===== config.mk =====
export PLATFORM = sky130hd
export DESIGN_NAME = pfsb_status_bank
export DESIGN_NICKNAME = d
export VERILOG_FILES = /design/src/rtl/pfsb_pkg.sv /design/src/rtl/pfsb_flag_latch.sv /design/src/rtl/pfsb_uv_arm.sv /design/src/rtl/pfsb_status_bank.sv
export VERILOG_INCLUDE_DIRS = /design/src /design/src/rtl
export SDC_FILE = /design/constraint.sdc
export NUM_CORES = 1
export LEC_CHECK = 0
export BUFFER_PORTS_ARGS = -buffer_cell sky130_fd_sc_hd__buf_2
export CAP_MARGIN = 20
export CORE_ASPECT_RATIO = 2
export CORE_MARGIN = 1.5
export CORE_UTILIZATION = 53
export CTS_CLUSTER_SIZE = 24
export DETAILED_ROUTE_END_ITERATION = 10
export HOLD_SLACK_MARGIN = 0.05
export PLACE_DENSITY = 0.84
export REMOVE_ABC_BUFFERS = 1
export SETUP_SLACK_MARGIN = 0.15
export SYNTH_ARGS = -nofsm -noshare
export SYNTH_HDL_FRONTEND = slang
export SYNTH_SLANG_ARGS = --single-unit

===== constraint.sdc =====
create_clock -name i_clk -period 1.5 [get_ports i_clk]
set_input_delay 0.225 -clock i_clk [delete_from_list [all_inputs] [get_ports i_clk]]
set_output_delay 0.225 -clock i_clk [all_outputs]
set_load 0.01 [all_outputs]

===== src/rtl/pfsb_defs.svh =====
`ifndef PFSB_DEFS_SVH
`define PFSB_DEFS_SVH

// Command codes of the status bytes
`define PFSB_CMD_VOUT 8'h7A
`define PFSB_CMD_IOUT 8'h7B
`define PFSB_CMD_INPUT 8'h7C
`define PFSB_CMD_TEMP 8'h7D
`define PFSB_CMD_CML 8'h7E

// Output voltage byte fields
`define PFSB_VOUT_OV_BIT 7
`define PFSB_VOUT_UV_BIT 4
`define PFSB_VOUT_MAX_BIT 3
`define PFSB_VOUT_MASK 8'h98

// Output current byte fields
`define PFSB_IOUT_OC_BIT 7
`define PFSB_IOUT_OCUV_BIT 6
`define PFSB_IOUT_SHARE_BIT 3
`define PFSB_IOUT_MASK 8'hC8

// Input byte fields
`define PFSB_IN_OV_BIT 7
`define PFSB_IN_UV_BIT 4
`define PFSB_IN_OC_BIT 2
`define PFSB_IN_MASK 8'h94

// Temperature byte fields
`define PFSB_TEMP_OT_BIT 7
`define PFSB_TEMP_OTW_BIT 6
`define PFSB_TEMP_UT_BIT 4
`define PFSB_TEMP_MASK 8'hD0

// Communication, memory and logic byte fields
`define PFSB_CML_CMD_BIT 7
`define PFSB_CML_DATA_BIT 6
`define PFSB_CML_PEC_BIT 5
`define PFSB_CML_MEM_BIT 4
`define PFSB_CML_CPU_BIT 3
`define PFSB_CML_COMM_BIT 1
`define PFSB_CML_OTHER_BIT 0
`define PFSB_CML_MASK 8'hFB

// Reset value of every status byte
`define PFSB_FLAGS_RESET 8'h00

`endif


===== src/rtl/pfsb_pkg.sv =====
`default_nettype none
package pfsb_pkg;
    // One status byte
    typedef logic [7:0] pfsb_byte_t;
    // Which status byte a command code selects
    typedef enum logic [2:0] {
        PFSB_SEL_NONE,
        PFSB_SEL_VOUT,
        PFSB_SEL_IOUT,
        PFSB_SEL_INPUT,
        PFSB_SEL_TEMP,
        PFSB_SEL_CML
    } pfsb_sel_t;
endpackage : pfsb_pkg
`default_nettype wire


===== src/rtl/pfsb_flag_latch.sv =====
`timescale 1ns/10ps
`default_nettype none
`include "pfsb_defs.svh"
module pfsb_flag_latch
    import pfsb_pkg::*;
#(
    parameter int WIDTH = 8,
    parameter logic [WIDTH-1:0] USED_MASK = '1
) (
    // Clock and reset
    input wire logic i_clk,
    input wire logic i_rstn,
    // Events and clear
    input wire logic [WIDTH-1:0] i_set,
    input wire logic i_clear,
    // Latched flags
    output logic [WIDTH-1:0] o_flags
);
    // Flag state and its next value
    logic [WIDTH-1:0] flag_reg;
    logic [WIDTH-1:0] flag_next;

    genvar g;
    generate
        for (g = 0; g < WIDTH; g++) begin : g_bit
            // Set beats clear; unused positions never rise
            always_comb begin
                flag_next[g] = USED_MASK[g] & (i_set[g] | (flag_reg[g] & ~i_clear));
            end
        end
    endgenerate

    // Register the flags
    always_ff @(posedge i_clk or negedge i_rstn) begin
        if (!i_rstn) begin
            flag_reg <= WIDTH'(`PFSB_FLAGS_RESET);
        end else begin
            flag_reg <= flag_next;
        end
    end

    assign o_flags = flag_reg;

    a_set_beats_clear: assert property (@(posedge i_clk) disable iff (!i_rstn)
        (|(i_set & USED_MASK)) |=> ((o_flags & $past(i_set & USED_MASK)) == $past(i_set & USED_MASK)))
        else $error("flag event lost");
    a_unused_stay_low: assert property (@(posedge i_clk) disable iff (!i_rstn)
        ##1 ((o_flags & ~USED_MASK) == '0))
        else $error("unused flag bit set");
endmodule : pfsb_flag_latch
`default_nettype wire


===== src/rtl/pfsb_uv_arm.sv =====
`timescale 1ns/10ps
`default_nettype none
module pfsb_uv_arm
    import pfsb_pkg::*;
(
    // Clock and reset
    input wire logic i_clk,
    input wire logic i_rstn,
    // Input voltage comparator level and raw fault
    input wire logic i_vin_above_uv,
    input wire logic i_uv_fault,
    // Gated fault and arm state
    output logic o_uv_set,
    output logic o_armed
);
    // Arm state: high once the input has been above the threshold
    logic armed_reg;
    logic armed_next;

    // Arm on the first rise, stay armed until reset
    always_comb begin
        armed_next = armed_reg | i_vin_above_uv;
    end

    // Register the arm state
    always_ff @(posedge i_clk or negedge i_rstn) begin
        if (!i_rstn) begin
            armed_reg <= 1'b0;
        end else begin
            armed_reg <= armed_next;
        end
    end

    // Fault passes only once armed
    assign o_uv_set = i_uv_fault & armed_reg;
    assign o_armed = armed_reg;

    a_uv_blocked: assert property (@(posedge i_clk) disable iff (!i_rstn)
        (i_uv_fault && !$past(i_vin_above_uv) && !$past(armed_reg)) |-> !o_uv_set)
        else $error("undervoltage passed before arming");
    a_arm_latency: assert property (@(posedge i_clk) disable iff (!i_rstn)
        i_vin_above_uv |=> (o_armed [*3]))
        else $error("arm did not follow input rise");
endmodule : pfsb_uv_arm
`default_nettype wire


===== src/rtl/pfsb_status_bank.sv =====
// Operation
// - Paged output voltage byte at 7Ah
// - Voltage byte bit 7: overvoltage fault
// - Voltage byte bit 4: undervoltage fault
// - Voltage byte bit 3: maximum voltage warning
// - Paged output current byte at 7Bh
// - Current byte bit 7: overcurrent fault
// - Current byte bit 6: overcurrent with undervoltage
// - Current byte bit 3: phase share fault
// - Global input byte at 7Ch
// - Input byte bit 7: input overvoltage
// - Input bit 4 undervoltage, masked until armed
// - Input byte bit 2: input overcurrent
// - Global temperature byte at 7Dh
// - Temperature bits 7, 6, 4 faults/warning
// - Global comm/memory/logic byte at 7Eh
// - Bit 7: invalid or unsupported command
// - Bit 6: invalid or unsupported data
// - Bit 5: packet error check failure
// - Bit 1: other communication fault
// - Bits 4, 3, 0: memory, processor, other
// - Any voltage flag drives word bit 15
// - Any comm/memory/logic flag drives summary bit 1
`timescale 1ns/10ps
`default_nettype none
`include "pfsb_defs.svh"
module pfsb_status_bank
    import pfsb_pkg::*;
#(
    parameter int NUM_PAGES = 2
) (
    // Clock and reset
    input wire logic i_clk,
    input wire logic i_rstn,
    // Status read port from the bus slave
    input wire logic i_rd_req,
    input wire logic [7:0] i_rd_cmd,
    input wire logic [7:0] i_page,
    output logic o_rd_valid,
    output logic o_rd_hit,
    output logic [7:0] o_rd_data,
    // Host clear of all latched faults
    input wire logic i_clear_faults,
    // Per-page output voltage events
    input wire logic [NUM_PAGES-1:0] i_vout_ov,
    input wire logic [NUM_PAGES-1:0] i_vout_uv,
    input wire logic [NUM_PAGES-1:0] i_vout_max,
    // Per-page output current events
    input wire logic [NUM_PAGES-1:0] i_iout_oc,
    input wire logic [NUM_PAGES-1:0] i_iout_ocuv,
    input wire logic [NUM_PAGES-1:0] i_iout_share,
    // Input supply events
    input wire logic i_vin_ov,
    input wire logic i_vin_uv,
    input wire logic i_vin_above_uv,
    input wire logic i_iin_oc,
    // Temperature events
    input wire logic i_ot_fault,
    input wire logic i_ot_warn,
    input wire logic i_ut_fault,
    // Communication, memory and logic events
    input wire logic i_bad_cmd,
    input wire logic i_bad_data,
    input wire logic i_pec_err,
    input wire logic i_mem_fault,
    input wire logic i_cpu_fault,
    input wire logic i_comm_other,
    input wire logic i_logic_other,
    // Summary indications
    output logic o_sum_vout,
    output logic o_sum_cml
);
    // Set vectors per byte
    pfsb_byte_t vout_set [NUM_PAGES];
    pfsb_byte_t iout_set [NUM_PAGES];
    pfsb_byte_t input_set;
    pfsb_byte_t temp_set;
    pfsb_byte_t cml_set;
    // Latched flag bytes
    pfsb_byte_t output_voltage_fault_flags [NUM_PAGES];
    pfsb_byte_t output_current_fault_flags [NUM_PAGES];
    pfsb_byte_t input_supply_fault_flags;
    pfsb_byte_t thermal_fault_flags;
    pfsb_byte_t comm_memory_logic_error_flags;
    // Gated input undervoltage event
    logic vin_uv_gated;
    // Page-selected paged bytes
    pfsb_byte_t vout_page_byte;
    pfsb_byte_t iout_page_byte;
    // Read decode
    pfsb_sel_t rd_sel;
    pfsb_byte_t rd_mux;
    logic rd_known;
    // Read answer state
    logic rd_valid_reg;
    logic rd_valid_next;
    logic rd_hit_reg;
    logic rd_hit_next;
    pfsb_byte_t rd_data_reg;
    pfsb_byte_t rd_data_next;
    // Summary state
    logic sum_vout_reg;
    logic sum_vout_next;
    logic sum_cml_reg;
    logic sum_cml_next;

    genvar p;
    generate
        for (p = 0; p < NUM_PAGES; p++) begin : g_page
            // Pack this page's voltage and current events
            always_comb begin
                vout_set[p] = 8'h00;
                vout_set[p][`PFSB_VOUT_OV_BIT] = i_vout_ov[p];
                vout_set[p][`PFSB_VOUT_UV_BIT] = i_vout_uv[p];
                vout_set[p][`PFSB_VOUT_MAX_BIT] = i_vout_max[p];
                iout_set[p] = 8'h00;
                iout_set[p][`PFSB_IOUT_OC_BIT] = i_iout_oc[p];
                iout_set[p][`PFSB_IOUT_OCUV_BIT] = i_iout_ocuv[p];
                iout_set[p][`PFSB_IOUT_SHARE_BIT] = i_iout_share[p];
            end
            // Voltage byte of this page
            pfsb_flag_latch #(
                .WIDTH(8),
                .USED_MASK(`PFSB_VOUT_MASK)
            ) u_vout (
                .i_clk(i_clk),
                .i_rstn(i_rstn),
                .i_set(vout_set[p]),
                .i_clear(i_clear_faults),
                .o_flags(output_voltage_fault_flags[p])
            );
            // Current byte of this page
            pfsb_flag_latch #(
                .WIDTH(8),
                .USED_MASK(`PFSB_IOUT_MASK)
            ) u_iout (
                .i_clk(i_clk),
                .i_rstn(i_rstn),
                .i_set(iout_set[p]),
                .i_clear(i_clear_faults),
                .o_flags(output_current_fault_flags[p])
            );
        end
    endgenerate

    // Undervoltage mask until the input first rises
    pfsb_uv_arm u_uv_arm (
        .i_clk(i_clk),
        .i_rstn(i_rstn),
        .i_vin_above_uv(i_vin_above_uv),
        .i_uv_fault(i_vin_uv),
        .o_uv_set(vin_uv_gated),
        .o_armed()
    );

    // Pack the global events
    always_comb begin
        input_set = 8'h00;
        input_set[`PFSB_IN_OV_BIT] = i_vin_ov;
        input_set[`PFSB_IN_UV_BIT] = vin_uv_gated;
        input_set[`PFSB_IN_OC_BIT] = i_iin_oc;
        temp_set = 8'h00;
        temp_set[`PFSB_TEMP_OT_BIT] = i_ot_fault;
        temp_set[`PFSB_TEMP_OTW_BIT] = i_ot_warn;
        temp_set[`PFSB_TEMP_UT_BIT] = i_ut_fault;
        cml_set = 8'h00;
        cml_set[`PFSB_CML_CMD_BIT] = i_bad_cmd;
        cml_set[`PFSB_CML_DATA_BIT] = i_bad_data;
        cml_set[`PFSB_CML_PEC_BIT] = i_pec_err;
        cml_set[`PFSB_CML_COMM_BIT] = i_comm_other;
        cml_set[`PFSB_CML_MEM_BIT] = i_mem_fault;
        cml_set[`PFSB_CML_CPU_BIT] = i_cpu_fault;
        cml_set[`PFSB_CML_OTHER_BIT] = i_logic_other;
    end

    // Global input byte
    pfsb_flag_latch #(
        .WIDTH(8),
        .USED_MASK(`PFSB_IN_MASK)
    ) u_input (
        .i_clk(i_clk),
        .i_rstn(i_rstn),
        .i_set(input_set),
        .i_clear(i_clear_faults),
        .o_flags(input_supply_fault_flags)
    );

    // Global temperature byte
    pfsb_flag_latch #(
        .WIDTH(8),
        .USED_MASK(`PFSB_TEMP_MASK)
    ) u_temp (
        .i_clk(i_clk),
        .i_rstn(i_rstn),
        .i_set(temp_set),
        .i_clear(i_clear_faults),
        .o_flags(thermal_fault_flags)
    );

    // Global comm, memory and logic byte
    pfsb_flag_latch #(
        .WIDTH(8),
        .USED_MASK(`PFSB_CML_MASK)
    ) u_cml (
        .i_clk(i_clk),
        .i_rstn(i_rstn),
        .i_set(cml_set),
        .i_clear(i_clear_faults),
        .o_flags(comm_memory_logic_error_flags)
    );

    // Pick the paged bytes of the selected page; unknown pages read zero
    always_comb begin
        vout_page_byte = 8'h00;
        iout_page_byte = 8'h00;
        for (int k = 0; k < NUM_PAGES; k++) begin
            // Matching page drives the paged bytes
            if (i_page == 8'(k)) begin
                vout_page_byte = output_voltage_fault_flags[k];
                iout_page_byte = output_current_fault_flags[k];
            end
        end
    end

    // Decode the command code
    always_comb begin
        rd_sel = PFSB_SEL_NONE;
        if (i_rd_cmd == `PFSB_CMD_VOUT) begin
            rd_sel = PFSB_SEL_VOUT;
        end else if (i_rd_cmd == `PFSB_CMD_IOUT) begin
            rd_sel = PFSB_SEL_IOUT;
        end else if (i_rd_cmd == `PFSB_CMD_INPUT) begin
            rd_sel = PFSB_SEL_INPUT;
        end else if (i_rd_cmd == `PFSB_CMD_TEMP) begin
            rd_sel = PFSB_SEL_TEMP;
        end else if (i_rd_cmd == `PFSB_CMD_CML) begin
            rd_sel = PFSB_SEL_CML;
        end
    end

    // Read data multiplexer
    always_comb begin
        rd_known = 1'b1;
        case (rd_sel)
            PFSB_SEL_VOUT: rd_mux = vout_page_byte;
            PFSB_SEL_IOUT: rd_mux = iout_page_byte;
            PFSB_SEL_INPUT: rd_mux = input_supply_fault_flags;
            PFSB_SEL_TEMP: rd_mux = thermal_fault_flags;
            PFSB_SEL_CML: rd_mux = comm_memory_logic_error_flags;
            default: begin
                // Not one of ours: zero, no hit
                rd_mux = 8'h00;
                rd_known = 1'b0;
            end
        endcase
    end

    // Next read answer; a read never touches the flags
    always_comb begin
        rd_valid_next = i_rd_req;
        rd_hit_next = rd_hit_reg;
        rd_data_next = rd_data_reg;
        if (i_rd_req) begin
            rd_hit_next = rd_known;
            rd_data_next = rd_mux;
        end
    end

    // Next summary bits
    always_comb begin
        sum_vout_next = 1'b0;
        for (int k = 0; k < NUM_PAGES; k++) begin
            // Either page raises the voltage summary
            sum_vout_next = sum_vout_next | (|output_voltage_fault_flags[k]);
        end
        sum_cml_next = |comm_memory_logic_error_flags;
    end

    // Register the read answer and summaries
    always_ff @(posedge i_clk or negedge i_rstn) begin
        if (!i_rstn) begin
            rd_valid_reg <= 1'b0;
            rd_hit_reg <= 1'b0;
            rd_data_reg <= `PFSB_FLAGS_RESET;
            sum_vout_reg <= 1'b0;
            sum_cml_reg <= 1'b0;
        end else begin
            rd_valid_reg <= rd_valid_next;
            rd_hit_reg <= rd_hit_next;
            rd_data_reg <= rd_data_next;
            sum_vout_reg <= sum_vout_next;
            sum_cml_reg <= sum_cml_next;
        end
    end

    // Drive the outputs
    assign o_rd_valid = rd_valid_reg;
    assign o_rd_hit = rd_hit_reg;
    assign o_rd_data = rd_data_reg;
    assign o_sum_vout = sum_vout_reg;
    assign o_sum_cml = sum_cml_reg;

    a_read_answer: assert property (@(posedge i_clk) disable iff (!i_rstn)
        i_rd_req |=> o_rd_valid ##1 (!o_rd_valid || $past(i_rd_req)))
        else $error("read answer timing wrong");
    a_page_select: assert property (@(posedge i_clk) disable iff (!i_rstn)
        (i_rd_req && i_rd_cmd == `PFSB_CMD_VOUT && i_page == 8'h00)
        |=> (o_rd_data == $past(output_voltage_fault_flags[0])))
        else $error("voltage byte not from page 0");
    a_last_page: assert property (@(posedge i_clk) disable iff (!i_rstn)
        (i_rd_req && i_rd_cmd == `PFSB_CMD_IOUT && i_page == 8'(NUM_PAGES - 1))
        |=> (o_rd_data == $past(output_current_fault_flags[NUM_PAGES-1])))
        else $error("current byte not from last page");
    a_vout_ov_latch: assert property (@(posedge i_clk) disable iff (!i_rstn)
        (i_vout_ov[0] ##1 !i_clear_faults [*2]) |=> output_voltage_fault_flags[0][`PFSB_VOUT_OV_BIT])
        else $error("overvoltage flag not held");
    a_pec_over_clear: assert property (@(posedge i_clk) disable iff (!i_rstn)
        (i_pec_err && i_clear_faults) |=> comm_memory_logic_error_flags[`PFSB_CML_PEC_BIT])
        else $error("packet error lost on clear");
    a_temp_clear: assert property (@(posedge i_clk) disable iff (!i_rstn)
        (i_clear_faults && !i_ot_fault && !i_ot_warn && !i_ut_fault) |=> (thermal_fault_flags == 8'h00))
        else $error("temperature byte not cleared");
    a_unknown_cmd: assert property (@(posedge i_clk) disable iff (!i_rstn)
        (i_rd_req && i_rd_cmd == 8'h7F) |=> (!o_rd_hit && o_rd_data == 8'h00))
        else $error("unknown command answered");
    a_input_unused: assert property (@(posedge i_clk) disable iff (!i_rstn)
        (i_rd_req && i_rd_cmd == `PFSB_CMD_INPUT) |=> ((o_rd_data & ~`PFSB_IN_MASK) == 8'h00))
        else $error("unused input bits read high");
    a_sum_vout: assert property (@(posedge i_clk) disable iff (!i_rstn)
        $rose(output_voltage_fault_flags[0][`PFSB_VOUT_UV_BIT]) |=> o_sum_vout)
        else $error("voltage summary missing");
    a_sum_cml: assert property (@(posedge i_clk) disable iff (!i_rstn)
        (comm_memory_logic_error_flags == 8'h00) |=> !o_sum_cml)
        else $error("cml summary stuck high");
endmodule : pfsb_status_bank
`default_nettype wire


==> out/summary.txt, run 1 <==
Outcome: finished clean
Maximum vdd drop: 0.6929 mV
Dpl cells: 221
GRT Total Usage: 21.87%
Antenna diode count: 0
Die Y: 82.22 um
Setup TNS: 0 ns
Yosys Warn Count: 0
Worst path bufs/invs: 1
Kind of cell adding the most delay to the critical path: simple AND/OR/NAND/NOR gates
Initial DRC Count: 25
Final setup violation count: 0
CTS Buffer Depth: 2
Critical path's largest stage delay: 0.57 ns
DRC viols: 0
Post-route antenna net violation count: 0
Startpoint Class: input pin
Synth Instances: 134
CTS Root Cell: clkbuf_8
Port Buffers: 57
WP data arrival: 1.54 ns
First-pass GRT wire length: 5.692 mm
Slowest CP cell: or4_4
Vias after detailed routing: 1325
Post-CTS setup buffer count: 0
Largest net degree at the start of global routing: 39
Initial Util: 55.84%
Core area: 0.002978 sq mm
Slew Viols, Final: 0
Worst-case clock skew: 0.004566 ns
Final core occ: 70.50%
DR pass1 iterations: 4
FMAX: 745.9 MHz
CTS Buf Count: 5
Number of flops mapped to enable cells by yosys: 0
Setup CP Type: in -> reg
Cell variety after synth: 37
Fill cells: 229
Worst skew pair latency: 0.28 ns
RSZ-0062 raised after global routing: true
DR WL/cell: 15.52 um
Pwr Total: 2.015 mW
Mean post-synth cell area: 12.41 sq um
Pwr/cell area: 959.5 mW/mm^2
Leakage: 1.041 nW
Die Width: 42.61 um
Placer congestion estimate: 0.9031
Final period utilization: 89.38%
Post-layout net count: 245
Worst-margin pin slew: 0.4586 ns
Synthesized flop and latch total: 38
Clock sink total: 38
CP Data Required Time: 1.70 ns
CP Cell Sequence: buf_2 > or4_4 > nor4_4 > a22oi_1 > o221ai_1
CTS tree: built
Reg clk slew, reported paths: 0.07 ns
Most frequent cells in the layout: buf_2, dfrtp_1, a21o_1
Area grow syn2layout: 26.26%
# Max-Cap Violations: 0
DP HPWL: 2.703 mm
Vias in the first global route: 1336
Hold WC Path Type: in -> reg
Post-Layout Cell Count: 230
Most common cell after layout, fill and taps aside: buf_2
Rows: 28
Ys flop type: dfrtp_1
Slew HR: 69.42%
Total Wirelength: 3.569 mm
Ys async rst share: 100.0%
Initial antenna violation count: 0
Clock H-tree levels: 2
Minimum clock period: 1.341 ns
Routed vias/inst: 5.761
I/O pins: 58
Final-report hold violation count: 0
Share of cells above drive strength 1: 43.50%
Worst setup EP type: flip-flop
Cell Area, Synth: 0.001663 sq mm
Seq/Total Area, Yosys: 57.19%
Die area: 0.003503 sq mm
Crit-path max FO: 3
Gr ovfl total: 0
==> flip-flops by register name (all words and copies together), names as in the netlist <==
name / flops
o_rd_valid: 1
o_sum_vout: 1
u_input.o_flags: 3
u_temp.o_flags: 3
o_rd_hit: 1
o_rd_data: 8
g_page.u_iout.o_flags: 6
u_uv_arm.o_armed: 1
g_page.u_vout.o_flags: 6
u_cml.o_flags: 7
o_sum_cml: 1
==> routing by layer <==
layer	up-vias	routed length [um]	track usage (%)
met5	-	0	0
met4	0	88	11.88
met3	11	188	3.478
met2	60	2025	41.54
met1	631	1266	22.13
li1	623	-	-
==> Yosys cell counts, types with 2 or more instances <==
library cell | n | area, sq um
nand4_1 | 4 | 25.02
nand2_1 | 3 | 11.26
or4_4 | 2 | 22.52
nor4_1 | 3 | 18.77
mux2_2 | 4 | 45.04
dfrtp_1 | 38 | 950.9
o2bb2ai_1 | 3 | 26.28
nor2_1 | 2 | 7.510
a22oi_1 | 3 | 22.52
inv_1 | 8 | 30.03
o21ai_0 | 6 | 30.03
buf_6 | 2 | 22.52
o22ai_1 | 2 | 12.51
a21o_1 | 24 | 180.2
clkbuf_1 | 4 | 15.01
nor3_1 | 2 | 10.01
mux2i_1 | 4 | 40.04
==> repair_timing <==
| action | 4_1_cts | 5_1_grt |
|---|---|---|
| hold buffers | 1 | 0 |
| gates resized for setup | 1 | 0 |
| setup endpoints to repair | 2 | 2 |
| cloned | 0 | 0 |
| pin swaps | 0 | 3 |
| hold endpoints to repair | 38 | 0 |
==> final cells by class <==
type	count	area, sq um	area share, %
well taps	30	37.54	1.788
repair buffers	66	355.3	16.92
multi-input cells	79	630.6	30.04
clock inverters	1	5.005	0.2384
inverters	9	33.78	1.609
flip-flops and latches	38	950.9	45.29
clock buffers	7	86.33	4.112
==> worst register-to-register path, stage by stage (launching register included) <==
cell       delay, ns
dfrtp_1         0.39
mux2i_1         0.15
o2bb2ai_1       0.09
a22oi_1         0.20
o221ai_1        0.13
==> final timing paths <==
kind	to	cells after the start	slack, ns	start
max	o_rd_data[7]	5	0.16	i_page[5]
min reg2reg	u_uv_arm.o_armed	1	0.48	u_uv_arm.o_armed
min	g_page[0].u_iout.o_flags[7]	2	0.11	i_iout_oc[0]
max in group asynchronous	u_cml.o_flags[6]	3	0.67	i_rstn
max reg2reg	o_rd_data[7]	4	0.42	u_temp.o_flags[7]
min in group asynchronous	g_page[0].u_iout.o_flags[6]	3	0.50	i_rstn
==> metrics by stage <==
step	hold WS [ns]	cell area (sq um)	worst slack, ns
global route	0.1158	2100	0.08725
CTS	0.1111	2100	0.1636
finish	0.1144	2100	0.1593
global placement	0.2822	1989	-0.1220
detailed placement	0.2900	1989	-0.1937
floorplan	-0.07059	1607	0.02199
==> power by group <==
group | internal [mW] | total, mW | switching [mW] | leakage (nW)
Combinational | 0.112 | 0.215 | 0.103 | 0.561
Clock | 0.370 | 0.694 | 0.324 | 0.0482
Sequential | 1.07 | 1.11 | 0.0327 | 0.433
==> logic make-up (layout without fill, tap and decap cells) <==
kind of cell	Yosys count	after routing	share of synthesized area (%)
mux	8	8	5.117
simple gates	29	29	13.47
compound gates	42	42	18.81
flops	38	38	57.19
buf+inv	17	83	5.417
No activity file was read; power rests on OpenSTA's default activity.
==> run 2: changes to the inputs <==
--- a/config.mk
+++ b/config.mk
@@ -6,11 +6,12 @@
 export SDC_FILE = /design/constraint.sdc
 export NUM_CORES = 1
 export LEC_CHECK = 0
+export ABC_AREA = 1
 export BUFFER_PORTS_ARGS = -buffer_cell sky130_fd_sc_hd__buf_2
 export CAP_MARGIN = 20
 export CORE_ASPECT_RATIO = 2
 export CORE_MARGIN = 1.5
-export CORE_UTILIZATION = 53
+export CORE_UTILIZATION = 54
 export CTS_CLUSTER_SIZE = 24
 export DETAILED_ROUTE_END_ITERATION = 10
 export HOLD_SLACK_MARGIN = 0.05
==> run 2 against run 1 <==
  * Non-clock buffer count fell by 6
  * Clock skew is 0.00064 ns lower
  * Power barely moved
  * Via count up 12%
  * Fmax is 24% higher
  * Clock power is 2% higher
  * Cell area grew 4.4%
  * Synthesized area increased by 6.8%
  * Critical path depth rose by 5
  * Critical path type unchanged
  * Critical endpoint is now o_rd_data[4]
==> out/summary.txt, run 2 <==
Outcome: finished clean (unchanged)
CP Data Required Time: 1.72 ns (was 1.70 ns)
Final-report hold violation count: 0 (unchanged)
Worst-case clock skew: 0.003929 ns (was 0.004566 ns)
Setup CP Type: in -> reg (unchanged)
Largest register FFs: 8 (unchanged)
Worst-margin pin slew: 0.4521 ns (was 0.4586 ns)
Vias in the first global route: 1485 (was 1336)
Share of cells above drive strength 1: 31.68% (was 43.50%)
Startpoint Class: input pin (unchanged)
Fill cells: 287 (was 229)
Seq/Total Area, Yosys: 53.56% (was 57.19%)
Setup TNS: 0 ns (unchanged)
Pint: 1.531 mW (was 1.554 mW)
HP Start: i_vin_above_uv (was i_iout_oc[0])
Final period utilization: 71.86% (was 89.38%)
Synth Area in Adders: 0% (unchanged)
Hold depth: 2 (unchanged)
Synth area leaders: dfrtp_1, o21bai_1, nand2_1, inv_1, nand3_1 (was dfrtp_1, a21o_1, mux2_2, mux2i_1, o21ai_0)
DR WL/cell: 11.97 um (was 15.52 um)
Largest net degree at the start of global routing: 39 (unchanged)
Cell variety after synth: 24 (was 37)
Initial antenna violation count: 0 (unchanged)
Routed wl met2: 2.021 mm (was 2.025 mm)
Share of power burned in registers: 54.5% (was 54.9%)
Mean post-synth cell area: 8.922 sq um (was 12.41 sq um)
Most frequent cells in the layout: buf_2, nand2_1, dfrtp_1 (was buf_2, dfrtp_1, a21o_1)
DP HPWL: 2.757 mm (was 2.703 mm)
Post-layout net count: 307 (was 245)
FMAX: 927.8 MHz (was 745.9 MHz)
Yosys Warn Count: 0 (unchanged)
Clock sink total: 38 (unchanged)
Die area: 0.003662 sq mm (was 0.003503 sq mm)
Post-Layout Cell Count: 293 (was 230)
Placer congestion estimate: 0.7895 (was 0.9031)
DRC viols: 0 (unchanged)
CTS Buffer Depth: 2 (unchanged)
Core area: 0.003157 sq mm (was 0.002978 sq mm)
Leakage: 1.221 nW (was 1.041 nW)
WP data arrival: 1.30 ns (was 1.54 ns)
R2R setup slack: 0.53 ns (was 0.42 ns)
Pwr/cell area: 918.5 mW/mm^2 (was 959.5 mW/mm^2)
Die Width: 43.55 um (was 42.61 um)
Hold worst-path end: u_uv_arm.o_armed (was g_page[0].u_iout.o_flags[7])
CTS Buf Count: 5 (unchanged)
First-pass GRT wire length: 5.899 mm (was 5.692 mm)
Clock H-tree levels: 2 (unchanged)
Area grow syn2layout: 23.47% (was 26.26%)
Switch Pwr: 0.4824 mW (was 0.4601 mW)
Most frequent cell after synthesis: nand2_1 (was dfrtp_1)
DR pass1 iterations: 4 (unchanged)
Slew HR: 69.86% (was 69.42%)
Top cell type's share of synthesized area: 53.56% (was 57.19%)
Post-route antenna net violation count: 0 (unchanged)
Vias after detailed routing: 1482 (was 1325)
Highest metal layer with signal wires: met4 (unchanged)
I/O pins: 58 (unchanged)
# Max-Cap Violations: 0 (unchanged)
Synth Area in XOR/XNOR: 0% (unchanged)
Antenna diode count: 0 (unchanged)
GRT Total Usage: 21.38% (was 21.87%)
Routed length on met3: 118 um (was 188 um)
Rows: 29 (was 28)
Maximum vdd drop: 1.054 mV (was 0.6929 mV)
Most common cell after layout, fill and taps aside: buf_2 (unchanged)
CTS Root Cell: clkbuf_8 (unchanged)
Reg2reg path depth: 6 (was 4)
Crit-path max FO: 11 (was 3)
PostCTS Resize Cnt: 0 (was 1)
Number of flops mapped to enable cells by yosys: 0 (unchanged)
Sw Ratio: 23.96% (was 22.84%)
Synth Instances: 199 (was 134)
Synth Area in Simple Gates: 21.56% (was 13.47%)
Synthesized flop and latch total: 38 (unchanged)
Dpl cells: 284 (was 221)
Gr ovfl total: 0 (unchanged)
Main combinational cell family by area after synthesis: simple AND/OR/NAND/NOR gates (was compound AO/OA/AOI/OAI gates)
Power share of the combinational group: 10.2% (was 10.7%)
Total Wirelength: 3.508 mm (was 3.569 mm)
Cell Area, Synth: 0.001775 sq mm (was 0.001663 sq mm)
Worst skew pair latency: 0.28 ns (about the same)
Met1 Wirelength: 1.267 mm (was 1.266 mm)
Hold WC Path Type: in -> reg (unchanged)
RR Startpoint: g_page[1].u_vout.o_flags[4] (was u_temp.o_flags[7])
Worst setup EP type: flip-flop (unchanged)
Reg-to-Reg End: o_rd_data[4] (was o_rd_data[7])
Synth Area in Compound Gates: 15.50% (was 18.81%)
Post-synth top area cell: dfrtp_1 (unchanged)
Routed vias/inst: 5.058 (was 5.761)
Minimum clock period: 1.078 ns (was 1.341 ns)
Die Y: 84.09 um (was 82.22 um)
Slew Viols, Final: 0 (unchanged)
Reg clk slew, reported paths: 0.07 ns (about the same)
Initial Util: 56.24% (was 55.84%)
Initial DRC Count: 27 (was 25)
Ys async rst share: 100.0% (unchanged)
Mux cell area share after synthesis: 0% (was 5.117%)
RSZ-0062 raised after global routing: false (was true)
Post-CTS setup buffer count: 0 (unchanged)
Post-synth top cells: nand2_1, dfrtp_1, inv_1, o21bai_1, nand3_1 (was dfrtp_1, a21o_1, inv_1, o21ai_0)
Ys flop type: dfrtp_1 (unchanged)
Clock share of power: 35.2% (was 34.5%)
Hold_buf cts: 1 (unchanged)
Final setup violation count: 0 (unchanged)
CTS tree: built (unchanged)
Port Buffers: 57 (unchanged)
[run 2: worst max-delay path by stage]
stage	start	slack, ns	to
2_1_floorplan	i_rd_cmd[7]	0.40	o_rd_data[4]
3_3_place_gp	i_rd_cmd[7]	0.18	o_rd_data[6]
3_5_place_dp	i_rd_cmd[7]	0.14	o_rd_data[4]
4_1_cts	i_rd_cmd[7]	0.43	o_rd_data[4]
5_1_grt	i_rd_cmd[7]	0.28	o_rd_data[7]
6_report	i_rd_cmd[7]	0.42	o_rd_data[4]
[run 2: cell type report]
cell class | count | area, sq um | share of cell area [%]
Inverter | 37 | 138.9 | 6.336
Multi-Input combinational cell | 119 | 658.1 | 30.02
Clock inverter | 2 | 12.51 | 0.5708
Clock buffer | 6 | 82.58 | 3.767
Timing Repair Buffer | 60 | 310.3 | 14.16
Sequential cell | 38 | 950.9 | 43.38
Tap cell | 31 | 38.79 | 1.769
[run 2: power groups by stage]
stage          Clock, mW  Combinational (mW)  Sequential (mW)
5_1_grt            0.771               0.234             1.10
3_3_place_gp           0               0.199             1.12
3_5_place_dp           0               0.206             1.12
6_report           0.709               0.206             1.10
2_1_floorplan          0              0.0910             1.11
4_1_cts            0.723               0.209             1.10
[run 2: cells by family (layout without fill, tap and decap cells)]
group,after synthesis,count (layout)
AND/OR/NAND/NOR,80,80
AO/OA/AOI/OAI,39,39
buffers and inverters,42,105
flip-flops,38,38
[run 2: stage by stage]
step / hold slack [ns] / setup WS, ns / instance area (sq um) / utilization [%] / power (mW)
6_report: 0.1233 / 0.4221 / 2192 / 69.44 / 2.013
5_1_grt: 0.1173 / 0.2776 / 2192 / 69.44 / 2.108
4_1_cts: 0.1172 / 0.4253 / 2192 / 69.44 / 2.029
3_5_place_dp: 0.2883 / 0.1375 / 2087 / 66.11 / 1.323
3_3_place_gp: 0.2861 / 0.1776 / 2087 / 66.11 / 1.315
2_1_floorplan: -0.07059 / 0.3973 / 1748 / - / 1.203
[run 2: worst max-delay path, cell delays in order]
cell and delay, ns:
buf_2 0.10, inv_1 0.04, nand2_1 0.07, nor2_4 0.25, inv_1 0.11, nor2_1 0.23
nand2_1 0.08, nand3_1 0.09, nand2_1 0.05, nand2_1 0.05
[run 2: metal layers]
| layer | vias to the layer above | GRT usage, % |
|---|---|---|
| li1 | 752 | - |
| met1 | 680 | 21.12 |
| met2 | 40 | 39.30 |
| met3 | 10 | 4.329 |
| met4 | 0 | 10.19 |
| met5 | - | 0 |
==> run 3: changes to the inputs <==
--- a/config.mk
+++ b/config.mk
@@ -11,11 +11,11 @@
 export CAP_MARGIN = 20
 export CORE_ASPECT_RATIO = 2
 export CORE_MARGIN = 1.5
-export CORE_UTILIZATION = 54
+export CORE_UTILIZATION = 45
 export CTS_CLUSTER_SIZE = 24
 export DETAILED_ROUTE_END_ITERATION = 10
 export HOLD_SLACK_MARGIN = 0.05
-export PLACE_DENSITY = 0.84
+export PLACE_DENSITY = 0.75
 export REMOVE_ABC_BUFFERS = 1
 export SETUP_SLACK_MARGIN = 0.15
 export SYNTH_ARGS = -nofsm -noshare
==> constraint.sdc (replaced) <==
create_clock -name i_clk -period 0.9 [get_ports i_clk]
set_input_delay 0.135 -clock i_clk [delete_from_list [all_inputs] [get_ports i_clk]]
set_output_delay 0.135 -clock i_clk [all_outputs]
set_load 0.01 [all_outputs]
==> run 3 against run 2 <==
  * The flow now finishes with violations (setup timing)
  * Critical path depth fell by 9
  * Global-route usage shrank 1.5 points
  * Wire length up 9.4%
  * Setup slack worse by 0.48 ns
  * Via count increased by 8.2%
  * Sequential power increased by 67%
  * Sequential cell count unchanged
  * Hold slack got worse by 0.075 ns
  * Clock skew increased by 0.0017 ns
  * Register-to-register slack got worse by 0.52 ns
  * Highest routed layer unchanged
==> out/summary.txt, run 3 (synthesized netlist as in run 2, its figures left out) <==
Multi-input gate area: 716.9 sq um (was 658.1 sq um)
Final period utilization: 106.0%
Reg-to-Reg End: o_sum_cml (was o_rd_data[4])
Final-report hold violation count: 0 (unchanged)
Initial DRC Count: 22 (was 27)
Leakage: 1.501 nW (was 1.221 nW)
Total Wirelength: 3.836 mm (was 3.508 mm)
Initial antenna violation count: 0 (unchanged)
WP data arrival: 0.82 ns (was 1.30 ns)
DP HPWL: 2.819 mm (was 2.757 mm)
Core area: 0.003804 sq mm (was 0.003157 sq mm)
Share of power burned in registers: 48.8% (was 54.5%)
Failing checks: setup timing
Slew HR: 69.31% (was 69.86%)
Clock sink total: 38 (unchanged)
Final setup violation count: 11 (was 0)
Worst-margin pin slew: 0.4599 ns (was 0.4521 ns)
FMAX: 1048 MHz
Setup ws final: -0.05441 ns (was 0.4221 ns)
CP Data Required Time: 0.76 ns (was 1.72 ns)
Most common cell after layout, fill and taps aside: buf_2 (unchanged)
Die Y: 91.83 um (was 84.09 um)
Crit-path max FO: 2 (was 11)
Vias after detailed routing: 1604 (was 1482)
Clock share of power: 38.2% (was 35.2%)
Port Buffers: 57 (unchanged)
Hold WC Path Type: in -> reg (unchanged)
Vias in the first global route: 1561 (was 1485)
Routed vias/inst: 4.622 (was 5.058)
Power share of the combinational group: 13.0% (was 10.2%)
Slew Viols, Final: 0 (unchanged)
Initial Util: 46.68% (was 56.24%)
Outcome: complete, but fails checks (was finished clean)
Die Width: 47.42 um (was 43.55 um)
Worst-case clock skew: 0.005640 ns (was 0.003929 ns)
Reg clk slew, reported paths: 0.07 ns (about the same)
CTS tree: built (unchanged)
Post-layout net count: 342 (was 307)
RSZ-0062 raised after global routing: true (was false)
Kind of cell adding the most delay to the critical path: flip-flops (was simple AND/OR/NAND/NOR gates)
Most frequent cells in the layout: buf_2, nand2_1, dfrtp_1 (unchanged)
Pwr/cell area: 1409 mW/mm^2 (was 918.5 mW/mm^2)
Worst setup EP type: output pin (was flip-flop)
Reg2reg path depth: 2 (was 6)
Slowest CP cell: dfrtp_1 (was nor2_4)
Design area: 0.002674 sq mm (was 0.002192 sq mm)
Maximum vdd drop: 1.717 mV (was 1.054 mV)
CTS Buf Count: 5 (unchanged)
Startpoint Class: flip-flop (was input pin)
CTS Buffer Depth: 2 (unchanged)
Rows: 32 (was 29)
Largest register FFs: 8 (unchanged)
DRC viols: 0 (unchanged)
Worst path bufs/invs: 1 (was 3)
Placer congestion estimate: 0.8974 (was 0.7895)
Minimum clock period: 0.9544 ns
Setup CP Type: reg -> out (was in -> reg)
# Max-Cap Violations: 0 (unchanged)
Pint: 2.940 mW (was 1.531 mW)
DP Area: 0.002187 sq mm (was 0.002087 sq mm)
Post-Layout Cell Count: 347 (was 293)
Worst Setup SP: o_rd_data[1] (was i_rd_cmd[7])
Switch Pwr: 0.8267 mW (was 0.4824 mW)
First-pass GRT wire length: 6.216 mm (was 5.899 mm)
Critical path's largest stage delay: 0.39 ns (was 0.25 ns)
GRT Total Usage: 19.86% (was 21.38%)
Storage element area: 950.9 sq um (unchanged)
I/O pins: 58 (unchanged)
Worst Hold Slack: 0.04808 ns (was 0.1233 ns)
CP Cell Sequence: buf_2 (was buf_2 > inv_1 > nand2_1 > nor2_4 > inv_1 > nor2_1 > nand2_1 > nand3_1 > nand2_1 > nand2_1)
Worst skew pair latency: 0.29 ns (was 0.28 ns)
CTS Root Cell: clkbuf_8 (unchanged)
CP Depth: 1 (was 10)
Largest net degree at the start of global routing: 39 (unchanged)
Clock H-tree levels: 2 (unchanged)
Post-route antenna net violation count: 0 (unchanged)
R2R setup slack: 0.01 ns (was 0.53 ns)
DR pass1 iterations: 4 (unchanged)
Fill cells: 311 (was 287)
DR WL/cell: 11.05 um (was 11.97 um)
Sw Ratio: 21.95% (was 23.96%)
End of the critical path: o_rd_data[1] (was o_rd_data[4])
Area grow syn2layout: 50.60% (was 23.47%)
Gr ovfl total: 0 (unchanged)
Dpl cells: 309 (was 284)
Share of cells above drive strength 1: 41.55% (was 31.68%)
RR Startpoint: u_cml.o_flags[0] (was g_page[1].u_vout.o_flags[4])
Antenna diode count: 0 (unchanged)
Die area: 0.004354 sq mm (was 0.003662 sq mm)
==> run 3: how the worst min path moves through the flow <==
| stage | from | end | slack [ns] | cells past startpoint |
|---|---|---|---|---|
| after CTS | i_vin_above_uv | u_uv_arm.o_armed | 0.04 | 2 |
| after global routing | i_vin_above_uv | u_uv_arm.o_armed | 0.04 | 2 |
| after floorplan | i_rstn | g_page[0].u_iout.o_flags[3] | -0.16 | 0 |
| final | i_vout_max[0] | g_page[0].u_vout.o_flags[3] | 0.05 | 2 |
| after global placement | i_rstn | o_rd_hit | 0.11 | 2 |
| after detailed placement | i_rstn | o_rd_hit | 0.11 | 2 |
==> run 3: routing by layer <==
metal	GRT usage [%]	routed length, um	up-vias	part of all wire (%)
met5	0	0	-	0
li1	-	-	825	-
met1	18.96	1377	738	36
met2	34.68	2263	36	59
met4	11.34	77	0	2.0
met3	5.118	118	5	3.1
==> run 3: timing repair <==
item / 4_1_cts / 5_1_grt
pin swaps: 12 / 15
setup buffers: 13 / 3
endpoints found under the setup margin: 19 / 36
endpoints found under the hold margin: 53 / 2
gates resized for setup: 20 / 19
hold buffers: 14 / 1
==> run 3: area by class of cell <==
class | instances | area share [%]
multi-input cells | 119 | 26.81
clock buffers | 6 | 3.088
flip-flops and latches | 38 | 35.56
well taps | 51 | 2.387
repair buffers | 95 | 25.83
clock inverters | 1 | 1.123
inverters | 37 | 5.194
==> run 3: stage by stage <==
stage                     setup TNS, ns  utilization, %  setup WS, ns  power [mW]
final                           -0.3108           70.30      -0.05441       3.767
after detailed placement         -1.300           57.50       -0.2359       2.242
after CTS                       -0.3788           68.16      -0.04142       3.770
after floorplan                 -0.4624               -       -0.1127       2.004
after global routing             -1.024           70.30      -0.09473       3.947
after global placement           -1.155           57.50       -0.2210       2.234
==> run 3: power by group through the flow <==
stage	registers [mW]	clock network, mW	logic, mW
floorplan	1.85	0	0.152
global placement	1.86	0	0.375
detailed placement	1.86	0	0.381
CTS	1.84	1.47	0.469
global route	1.85	1.55	0.546
finish	1.84	1.44	0.491
